### src/rtl/drbs_pkg.sv
// Package for the reset and boot-select block: boot sources, vector
// preset, link DMA preset counts and widths.
// Assumes one 20 MHz clock and an active-low asynchronous reset.
package drbs_pkg;

  localparam int CLK_MHZ = 20;
  localparam int LINK_CH = 4;
  localparam int IRQ_N = 4;
  localparam int ADDR_W = 8;
  localparam int VEC_W = 32;

  // Link boot block: 256 words into internal words 0 to 255
  localparam logic [ADDR_W-1:0] LINK_FIRST_ADDR = 8'h00;
  localparam logic [ADDR_W-1:0] LINK_LAST_ADDR = 8'hff;
  localparam logic [ADDR_W:0] LINK_BLOCK_WORDS = 9'h100;

  // Reset vector for link DMA completion interrupts
  localparam logic [VEC_W-1:0] LINK_VEC_RESET = 32'h0000_0000;

  // Core soft-reset pulse length in cycles
  localparam logic [3:0] SOFT_RST_CYCLES = 4'h4;

  // Boot-source select code width
  localparam int BOOT_SEL_W = 2;

  typedef enum logic [1:0] {
    DRBS_BOOT_EPROM,
    DRBS_BOOT_MASTER,
    DRBS_BOOT_LINK,
    DRBS_BOOT_NONE
  } drbs_boot_t;

  typedef enum logic [1:0] {
    DRBS_CORE_RESET,
    DRBS_CORE_IDLE,
    DRBS_CORE_RUN
  } drbs_core_t;

endpackage : drbs_pkg

### src/rtl/drbs_link_dma.sv
// One receive link DMA channel preset to load a 256-word boot block.
// Assumes the link receiver presents one word per rx_valid pulse.
`timescale 1ns/1ns
module drbs_link_dma
  import drbs_pkg::*;
(
  input wire logic clk,
  input wire logic reset_n,
  input wire logic arm,
  input wire logic rx_valid,
  output logic wr_en,
  output logic [ADDR_W-1:0] wr_addr,
  output logic done_irq
);

  typedef struct packed {
    logic active;
    logic [ADDR_W-1:0] addr;
    logic wr_en;
    logic [ADDR_W-1:0] wr_addr;
    logic done;
  } drbs_dma_st_t;

  drbs_dma_st_t st_r;
  drbs_dma_st_t st_nxt;

  always_comb begin
    st_nxt = st_r;
    st_nxt.wr_en = 1'b0;
    st_nxt.done = 1'b0;
    if (arm) begin
      st_nxt.active = 1'b1;
      st_nxt.addr = LINK_FIRST_ADDR;
    end else if (st_r.active && rx_valid) begin
      st_nxt.wr_en = 1'b1;
      st_nxt.wr_addr = st_r.addr;
      if (st_r.addr == LINK_LAST_ADDR) begin
        st_nxt.active = 1'b0;
        st_nxt.done = 1'b1;
      end else begin
        st_nxt.addr = st_r.addr + 8'h01;
      end
    end
  end

  always_ff @(posedge clk or negedge reset_n) begin
    if (!reset_n) begin
      st_r <= '0;
    end else begin
      st_r <= st_nxt;
    end
  end

  assign wr_en = st_r.wr_en;
  assign wr_addr = st_r.wr_addr;
  assign done_irq = st_r.done;

endmodule // drbs_link_dma

### src/rtl/drbs_reset_boot.sv
// Reset and boot-mode control for a DSP core: reset levels, core-only
// soft reset, boot-source straps, link boot DMA preset and idle exit.
// Assumes board logic holds reset_n low until straps are stable.
//
// Operation
// - Soft-reset bit resets the core only, not external port or I/O.
// - Low boot-memory-select strap selects EPROM boot by default.
// - Master boot lets any cluster bus master write memory or DMA.
// - All four receive link DMA channels preset for words 0 to 255.
// - Each link channel raises its interrupt after its final word.
// - Link DMA completion vectors reset to address zero.
// - No-boot mode starts from external memory on any external IRQ.
// - Core leaves every reset idle, running only after an interrupt.
// - Boot-related vector entries are initialised and enabled at reset.
// - During reset the boot-memory-select pin is read as a strap.
// - In EPROM boot boot_memory_select stays asserted during the load.
`timescale 1ns/1ns
module drbs_reset_boot
  import drbs_pkg::*;
(
  input wire logic clk,
  input wire logic reset_n,
  input wire logic eprom_boot_strap,
  input wire logic [BOOT_SEL_W-1:0] boot_mode_strap,
  input wire logic core_soft_reset_bit,
  input wire logic [IRQ_N-1:0] external_interrupt_inputs_n,
  input wire logic [LINK_CH-1:0] link_rx_valid,
  input wire logic eprom_load_done,
  input wire logic master_dma_irq,
  output logic boot_memory_select_n_o,
  output logic boot_memory_select_oe,
  output logic [1:0] boot_source,
  output logic core_reset_n,
  output logic core_running,
  output logic core_idle,
  output logic [VEC_W-1:0] core_start_vector,
  output logic ext_start,
  output logic master_access_en,
  output logic [LINK_CH-1:0] link_wr_en,
  output logic [LINK_CH*ADDR_W-1:0] link_wr_addr,
  output logic [LINK_CH-1:0] link_done_irq,
  output logic [LINK_CH-1:0] link_irq_enabled
);

  ////////////////////////////////////////////////////////////////////////
  // Synchronisers for the interrupt and soft-reset pins
  logic [IRQ_N-1:0] irq_s1_r;
  logic [IRQ_N-1:0] irq_s2_r;
  logic [1:0] srst_sync_r;

  always_ff @(posedge clk or negedge reset_n) begin
    if (!reset_n) begin
      irq_s1_r <= '1;
      irq_s2_r <= '1;
      srst_sync_r <= 2'h0;
    end else begin
      irq_s1_r <= external_interrupt_inputs_n;
      irq_s2_r <= irq_s1_r;
      srst_sync_r <= {srst_sync_r[0], core_soft_reset_bit};
    end
  end

  ////////////////////////////////////////////////////////////////////////
  // Strap synchronisers, one per strap bit
  // No reset here: they keep sampling while reset_n is low, so the
  // settled straps are through both flops when release captures them
  logic [BOOT_SEL_W:0] strap_pin;
  logic [BOOT_SEL_W:0] strap_sync;

  assign strap_pin = {boot_mode_strap, eprom_boot_strap};

  genvar si;
  generate
    for (si = 0; si <= BOOT_SEL_W; si++) begin : g_strap
      logic [1:0] sync_r;
      always_ff @(posedge clk) begin
        sync_r <= {sync_r[0], strap_pin[si]};
      end
      assign strap_sync[si] = sync_r[1];
    end
  endgenerate

  ////////////////////////////////////////////////////////////////////////
  // State
  typedef struct packed {
    logic captured;
    drbs_boot_t boot;
    drbs_core_t core;
    logic [3:0] srst_cnt;
    logic srst_prev;
    logic link_arm;
    logic eprom_busy;
    logic [VEC_W-1:0] vec;
    logic ext_start;
    logic [LINK_CH-1:0] irq_en;
  } drbs_st_t;

  drbs_st_t st_r;
  drbs_st_t st_nxt;

  logic [LINK_CH-1:0] dma_done;
  logic any_irq;
  logic wake;
  logic srst_rise;
  logic eprom_sel;
  logic noboot_sel;

  assign any_irq = ~&irq_s2_r;
  assign srst_rise = srst_sync_r[1] & ~st_r.srst_prev;
  assign eprom_sel = (st_r.boot == DRBS_BOOT_EPROM);
  assign noboot_sel = (st_r.boot == DRBS_BOOT_NONE);
  assign wake = (|(dma_done & st_r.irq_en)) | master_dma_irq |
                (any_irq & noboot_sel);

  always_comb begin
    st_nxt = st_r;
    st_nxt.link_arm = 1'b0;
    st_nxt.ext_start = 1'b0;
    st_nxt.srst_prev = srst_sync_r[1];
    if (!st_r.captured) begin
      // First cycle after release: capture straps once
      st_nxt.captured = 1'b1;
      if (!strap_sync[0]) begin
        st_nxt.boot = DRBS_BOOT_EPROM;
      end else begin
        st_nxt.boot = drbs_boot_t'(strap_sync[BOOT_SEL_W:1]);
      end
      st_nxt.eprom_busy = ~strap_sync[0];
      st_nxt.link_arm = 1'b1;
      st_nxt.vec = LINK_VEC_RESET;
      st_nxt.irq_en = '1;
      st_nxt.core = DRBS_CORE_IDLE;
    end else begin
      if (eprom_load_done) begin
        st_nxt.eprom_busy = 1'b0;
      end
      unique case (st_r.core)
        DRBS_CORE_RESET: begin
          if (st_r.srst_cnt == 4'h0) begin
            st_nxt.core = DRBS_CORE_IDLE;
            st_nxt.vec = LINK_VEC_RESET;
            st_nxt.irq_en = '1;
          end else begin
            st_nxt.srst_cnt = st_r.srst_cnt - 4'h1;
          end
        end
        DRBS_CORE_IDLE: begin
          if (wake) begin
            st_nxt.core = DRBS_CORE_RUN;
            st_nxt.ext_start = any_irq & noboot_sel;
          end
        end
        DRBS_CORE_RUN: begin
        end
        default: begin
          st_nxt.core = DRBS_CORE_IDLE;
        end
      endcase
      // Soft reset wins over a wake in the same cycle
      if (srst_rise) begin
        st_nxt.core = DRBS_CORE_RESET;
        st_nxt.srst_cnt = SOFT_RST_CYCLES - 4'h1;
      end
    end
  end

  always_ff @(posedge clk or negedge reset_n) begin
    if (!reset_n) begin
      st_r <= '{
        captured: 1'b0,
        boot: DRBS_BOOT_EPROM,
        core: DRBS_CORE_RESET,
        srst_cnt: 4'h0,
        srst_prev: 1'b0,
        link_arm: 1'b0,
        eprom_busy: 1'b0,
        vec: LINK_VEC_RESET,
        ext_start: 1'b0,
        irq_en: '0
      };
    end else begin
      st_r <= st_nxt;
    end
  end

  ////////////////////////////////////////////////////////////////////////
  // Receive link DMA channels
  genvar gi;
  generate
    for (gi = 0; gi < LINK_CH; gi++) begin : g_link
      drbs_link_dma u_dma (
        .clk(clk),
        .reset_n(reset_n),
        .arm(st_r.link_arm),
        .rx_valid(link_rx_valid[gi]),
        .wr_en(link_wr_en[gi]),
        .wr_addr(link_wr_addr[gi*ADDR_W +: ADDR_W]),
        .done_irq(dma_done[gi])
      );
    end
  endgenerate

  ////////////////////////////////////////////////////////////////////////
  // Outputs
  // Pin is only an input strap during reset; driven low while EPROM loads
  assign boot_memory_select_oe = st_r.captured;
  assign boot_memory_select_n_o = ~(st_r.eprom_busy & eprom_sel);
  assign boot_source = st_r.boot;
  assign core_reset_n = (st_r.core != DRBS_CORE_RESET);
  assign core_running = (st_r.core == DRBS_CORE_RUN);
  assign core_idle = (st_r.core == DRBS_CORE_IDLE);
  assign core_start_vector = st_r.vec;
  assign ext_start = st_r.ext_start;
  assign master_access_en = st_r.captured &
                            (st_r.boot == DRBS_BOOT_MASTER);
  assign link_done_irq = dma_done;
  assign link_irq_enabled = st_r.irq_en;

endmodule // drbs_reset_boot

### config.mk
export PLATFORM = sky130hd
export DESIGN_NAME = drbs_reset_boot
export DESIGN_NICKNAME = d
export VERILOG_FILES = /design/src/rtl/drbs_pkg.sv /design/src/rtl/drbs_link_dma.sv /design/src/rtl/drbs_reset_boot.sv
export SDC_FILE = /design/constraint.sdc
export NUM_CORES = 1
export LEC_CHECK = 0
export BUFFER_PORTS_ARGS = -buffer_cell sky130_fd_sc_hd__buf_4
export CORE_MARGIN = 2
export CORE_UTILIZATION = 50
export CTS_CLUSTER_SIZE = 14
export DETAILED_ROUTE_END_ITERATION = 12
export PLACE_DENSITY_LB_ADDON = 0.2
export SETUP_SLACK_MARGIN = 0.5
export SLEW_MARGIN = 10
export SYNTH_ARGS = -nofsm -noshare
export SYNTH_HDL_FRONTEND = slang
export SYNTH_SLANG_ARGS = --single-unit
export TNS_END_PERCENT = 1
### constraint.sdc
create_clock -name clk -period 2.5 [get_ports clk]
set_clock_uncertainty 0.15 [all_clocks]
set_input_delay 0.125 -clock clk [delete_from_list [all_inputs] [get_ports clk]]
set_output_delay 0.125 -clock clk [all_outputs]
set_load 0.03 [all_outputs]
==> flow_metrics.env <==
export IMPL_drc=0
export IMPL_io_buffers=68
export IMPL_placementRows=36
export IMPL_critPathBufInv=1
export IMPL_setup_failing_eps_final=0
export IMPL_die_height_um=103
export IMPL_switchingPower_w=0.000984
export IMPL_syn_avg_cell_area_sq_um=9.80
export IMPL_timing_max_transition_violations_final=0
export IMPL_synth_area_mux_share=0.0144
export IMPL_cp_start_kind="register"
export IMPL_via_count=3350
export IMPL_dpl_cell_count=654
export IMPL_most_numerous_cell_types_in_the_synthesized_netlist="114 x nand2_1, 92 x dfrtp_1, 78 x buf_4"
export IMPL_first_pass_iters=5
export IMPL_share_of_cells_above_drive_strength_1=0.199
export IMPL_critical_path_arrival_ps=2000
export IMPL_largest_voltage_drop_on_the_vdd_net_mv=0.295
export IMPL_synth_top_cells_by_area="dfrtp_1 47%, buf_4 12%, nand2_1 8.7%, dfstp_2 4.3%, nor2_1 2.9%"
export IMPL_cts_root_buffer="clkbuf_8"
export IMPL_syn2layout_area_growth_pct=11.7
export IMPL_synth_edff_count=0
export IMPL_post_dp_hpwl_um=5930
export IMPL_cts_buffers_inserted=9
export IMPL_level_count_of_the_clock_h_tree=3
export IMPL_synth_top_family_by_area="simple AND/OR/NAND/NOR gates"
export IMPL_timing_hold_violations_final=0
export IMPL_cts_sinks=106
export IMPL_final_min_period_over_clock_period=0.749
export IMPL_timing_final_crit_period_ps=1870
export IMPL_timing_slew_headroom=0.568
export IMPL_fmax_mhz=534
export IMPL_ant_nets=0
export IMPL_dominantRegCellSynth="dfrtp_1"
export IMPL_synth_compound_area_share=0.0725
export IMPL_clock_latency_ps=370
export IMPL_cp_cell_sequence="inv_1, ha_1, or3b_2, nand2_1, a21oi_1, a21bo_2"
export IMPL_power_leakage_nw=2.71
export IMPL_finalNonFillerCells=685
export IMPL_critical_path_required_ps=2620
export IMPL_synth_distinct_cells=53
export IMPL_grtUsageTotal=0.173
export IMPL_post_synthesis_simple_gate_area_fraction=0.203
export IMPL_start_util=0.510
export IMPL_grt_antenna_before_repair=0
export IMPL_design_final_nets=569
export IMPL_floorplan_die_area_sq_mm=0.0107
export IMPL_power_frac_clock=0.314
export IMPL_grt_start_max_net_pins=53
export IMPL_power_share_switching=0.290
export IMPL_critical_path_slowest_cell="or3b_2"
export IMPL_cellInternalPower_w=0.00240
export IMPL_drt_total_wl_um=8700
export IMPL_yosysMostFrequentCell="nand2_1"
export IMPL_post_synth_instance_area_sq_mm=0.00494
export IMPL_postSynthCellCount=504
export IMPL_cts_tree="done"
export IMPL_io_pins=101
export IMPL_crit_fanout=4
export IMPL_post_drt_wl_per_cell_um=12.7
export IMPL_first_global_vias=3137
export IMPL_gp_routability_congestion=0.899
export IMPL_synthXorXnorAreaFrac=0.0248
export IMPL_core_region_area_sq_mm=0.00968
export IMPL_seq_power_share=0.551
export IMPL_status="completed"
export IMPL_synthDominantAreaCellType="dfrtp_1"
export IMPL_drv_max_cap_violation_count=0
export IMPL_die_w_um=103
export IMPL_tightestPinTransition_ps=648
export IMPL_pwr_density_cell_mw_per_mm2=614
export IMPL_slowest_delay_ps=480
export IMPL_seq_area_frac_synth=0.533
export IMPL_timing_critical_path_max_delay_family="simple AND/OR/NAND/NOR gates"
export IMPL_globalRouteOverflowTotal=0
export IMPL_synth_yosys_warnings=0
export IMPL_cts_buffer_depth=2
export IMPL_ys_ff_latch=106
export IMPL_hold_class="in -> async"
export IMPL_combPwrFrac=0.135
export IMPL_grt_first_pass_wirelength_um=14400
export IMPL_end_kind="register"
export IMPL_grt_setup_unrepaired="false"
export IMPL_synth_adder_area_share=0.0152
export IMPL_num_antenna_cells=0
export IMPL_timing_setup_tns_ps=0
export IMPL_synthArstFlopShare=0.943
export IMPL_type_of_the_setup_path_with_the_least_slack="reg -> reg"
export IMPL_via_per_inst=4.89
export IMPL_clk_pin_slew_ps=110
export IMPL_netlist_area_leader_share=0.466
export IMPL_violation_count_after_the_first_detailed_route_iteration=93
power groups by stage:
stage                     Combinational [W]  Sequential, W  Clock (W)
final                              0.000457        0.00187    0.00106
after global routing               0.000512        0.00188    0.00118
after CTS                          0.000462        0.00187    0.00110
after detailed placement           0.000441        0.00190          0
after global placement             0.000425        0.00189          0
after floorplan                    0.000365        0.00188          0
stage by stage:
step | setup WS, ps | hold WS, ps | power [W] | utilization | area [sq um]
floorplan | 773 | -321 | 0.00225 | - | 5050
global placement | 738 | 38.2 | 0.00232 | 0.533 | 5160
detailed placement | 648 | 47.8 | 0.00234 | 0.533 | 5160
CTS | 600 | 178 | 0.00342 | 0.569 | 5510
global route | 489 | 199 | 0.00357 | 0.570 | 5520
finish | 627 | 158 | 0.00339 | 0.570 | 5520
path summary, 6_finish.rpt:
kind | startpoint | end | slack, ps | depth (start not counted)
setup / recovery | st_r[40] | st_r[40] | 630 | 6
hold / removal | reset_n | st_r[39] | 160 | 2
setup reg to reg | st_r[40] | st_r[40] | 630 | 6
hold reg to reg | g_strap[0].sync_r[0] | g_strap[0].sync_r[1] | 190 | 0
max in group asynchronous | reset_n | g_link[0].u_dma.st_r[15] | 1340 | 3
min in group clk | g_strap[0].sync_r[0] | g_strap[0].sync_r[1] | 190 | 0
sequential cells by signal, indices dropped and copies added, names as in the netlist:
name,cells
irq_s2_r,4
srst_sync_r,2
irq_s1_r,4
g_link.u_dma.wr_addr,32
g_strap.sync_r,6
g_link.u_dma.wr_en,4
boot_memory_select_oe,1
link_irq_enabled,1
ext_start,1
g_link.u_dma.done_irq,4
st_r,9
boot_source,2
g_link.u_dma.st_r,36
final cells by class:
cell class                 count  area (sq um)
clock buffer                  10           149
sequential                   106          2630
timing repair buffer          88           711
tap                          133           166
clock inverter                 6          52.6
fill                         863          4170
multi-input combinational    329          1760
inverter                      13          48.8
cells in the final DEF (no fill, tap or decap), types with 8 or more instances in the layout:
master	n
nand2_1	114
dfrtp_1	92
buf_4	72
nor2_1	38
conb_1	33
nand3_1	17
dlygate4sd3_1	15
o21ai_0	14
nor3_1	10
inv_1	10
a21oi_1	9
clkbuf_8	9
xor2_1	8
dfstp_2	8
repair_timing:
action,CTS,global route
endpoints found under the hold margin,55,0
resized for setup,0,1
hold buffers,15,0
setup buffers,0,0
endpoints found under the setup margin,0,1
per-layer routing:
layer  up-vias  GRT usage  wire, um
met5         -          0         0
met4         0     0.0617        99
met3         9     0.0329       275
met2        71      0.280      4350
met1      1621      0.234      3980
li1       1649          -         -
kinds of logic (layout without fill, tap and decap cells):
logic type / Yosys count / in the layout
compound gates: 49 / 49
xor+xnor: 14 / 14
fa+ha+maj: 6 / 6
buf+inv: 100 / 117
flops: 106 / 106
mux: 7 / 7
other cells: 2 / 33
simple gates: 220 / 220
worst reg2reg max path: stages, from the launching register on:
cell     delay (ps)
dfrtp_1         410
inv_1           110
ha_1            150
or3b_2          480
nand2_1         150
a21oi_1         100
a21bo_2         220
Note: power is estimated with default switching activity, not from simulation.
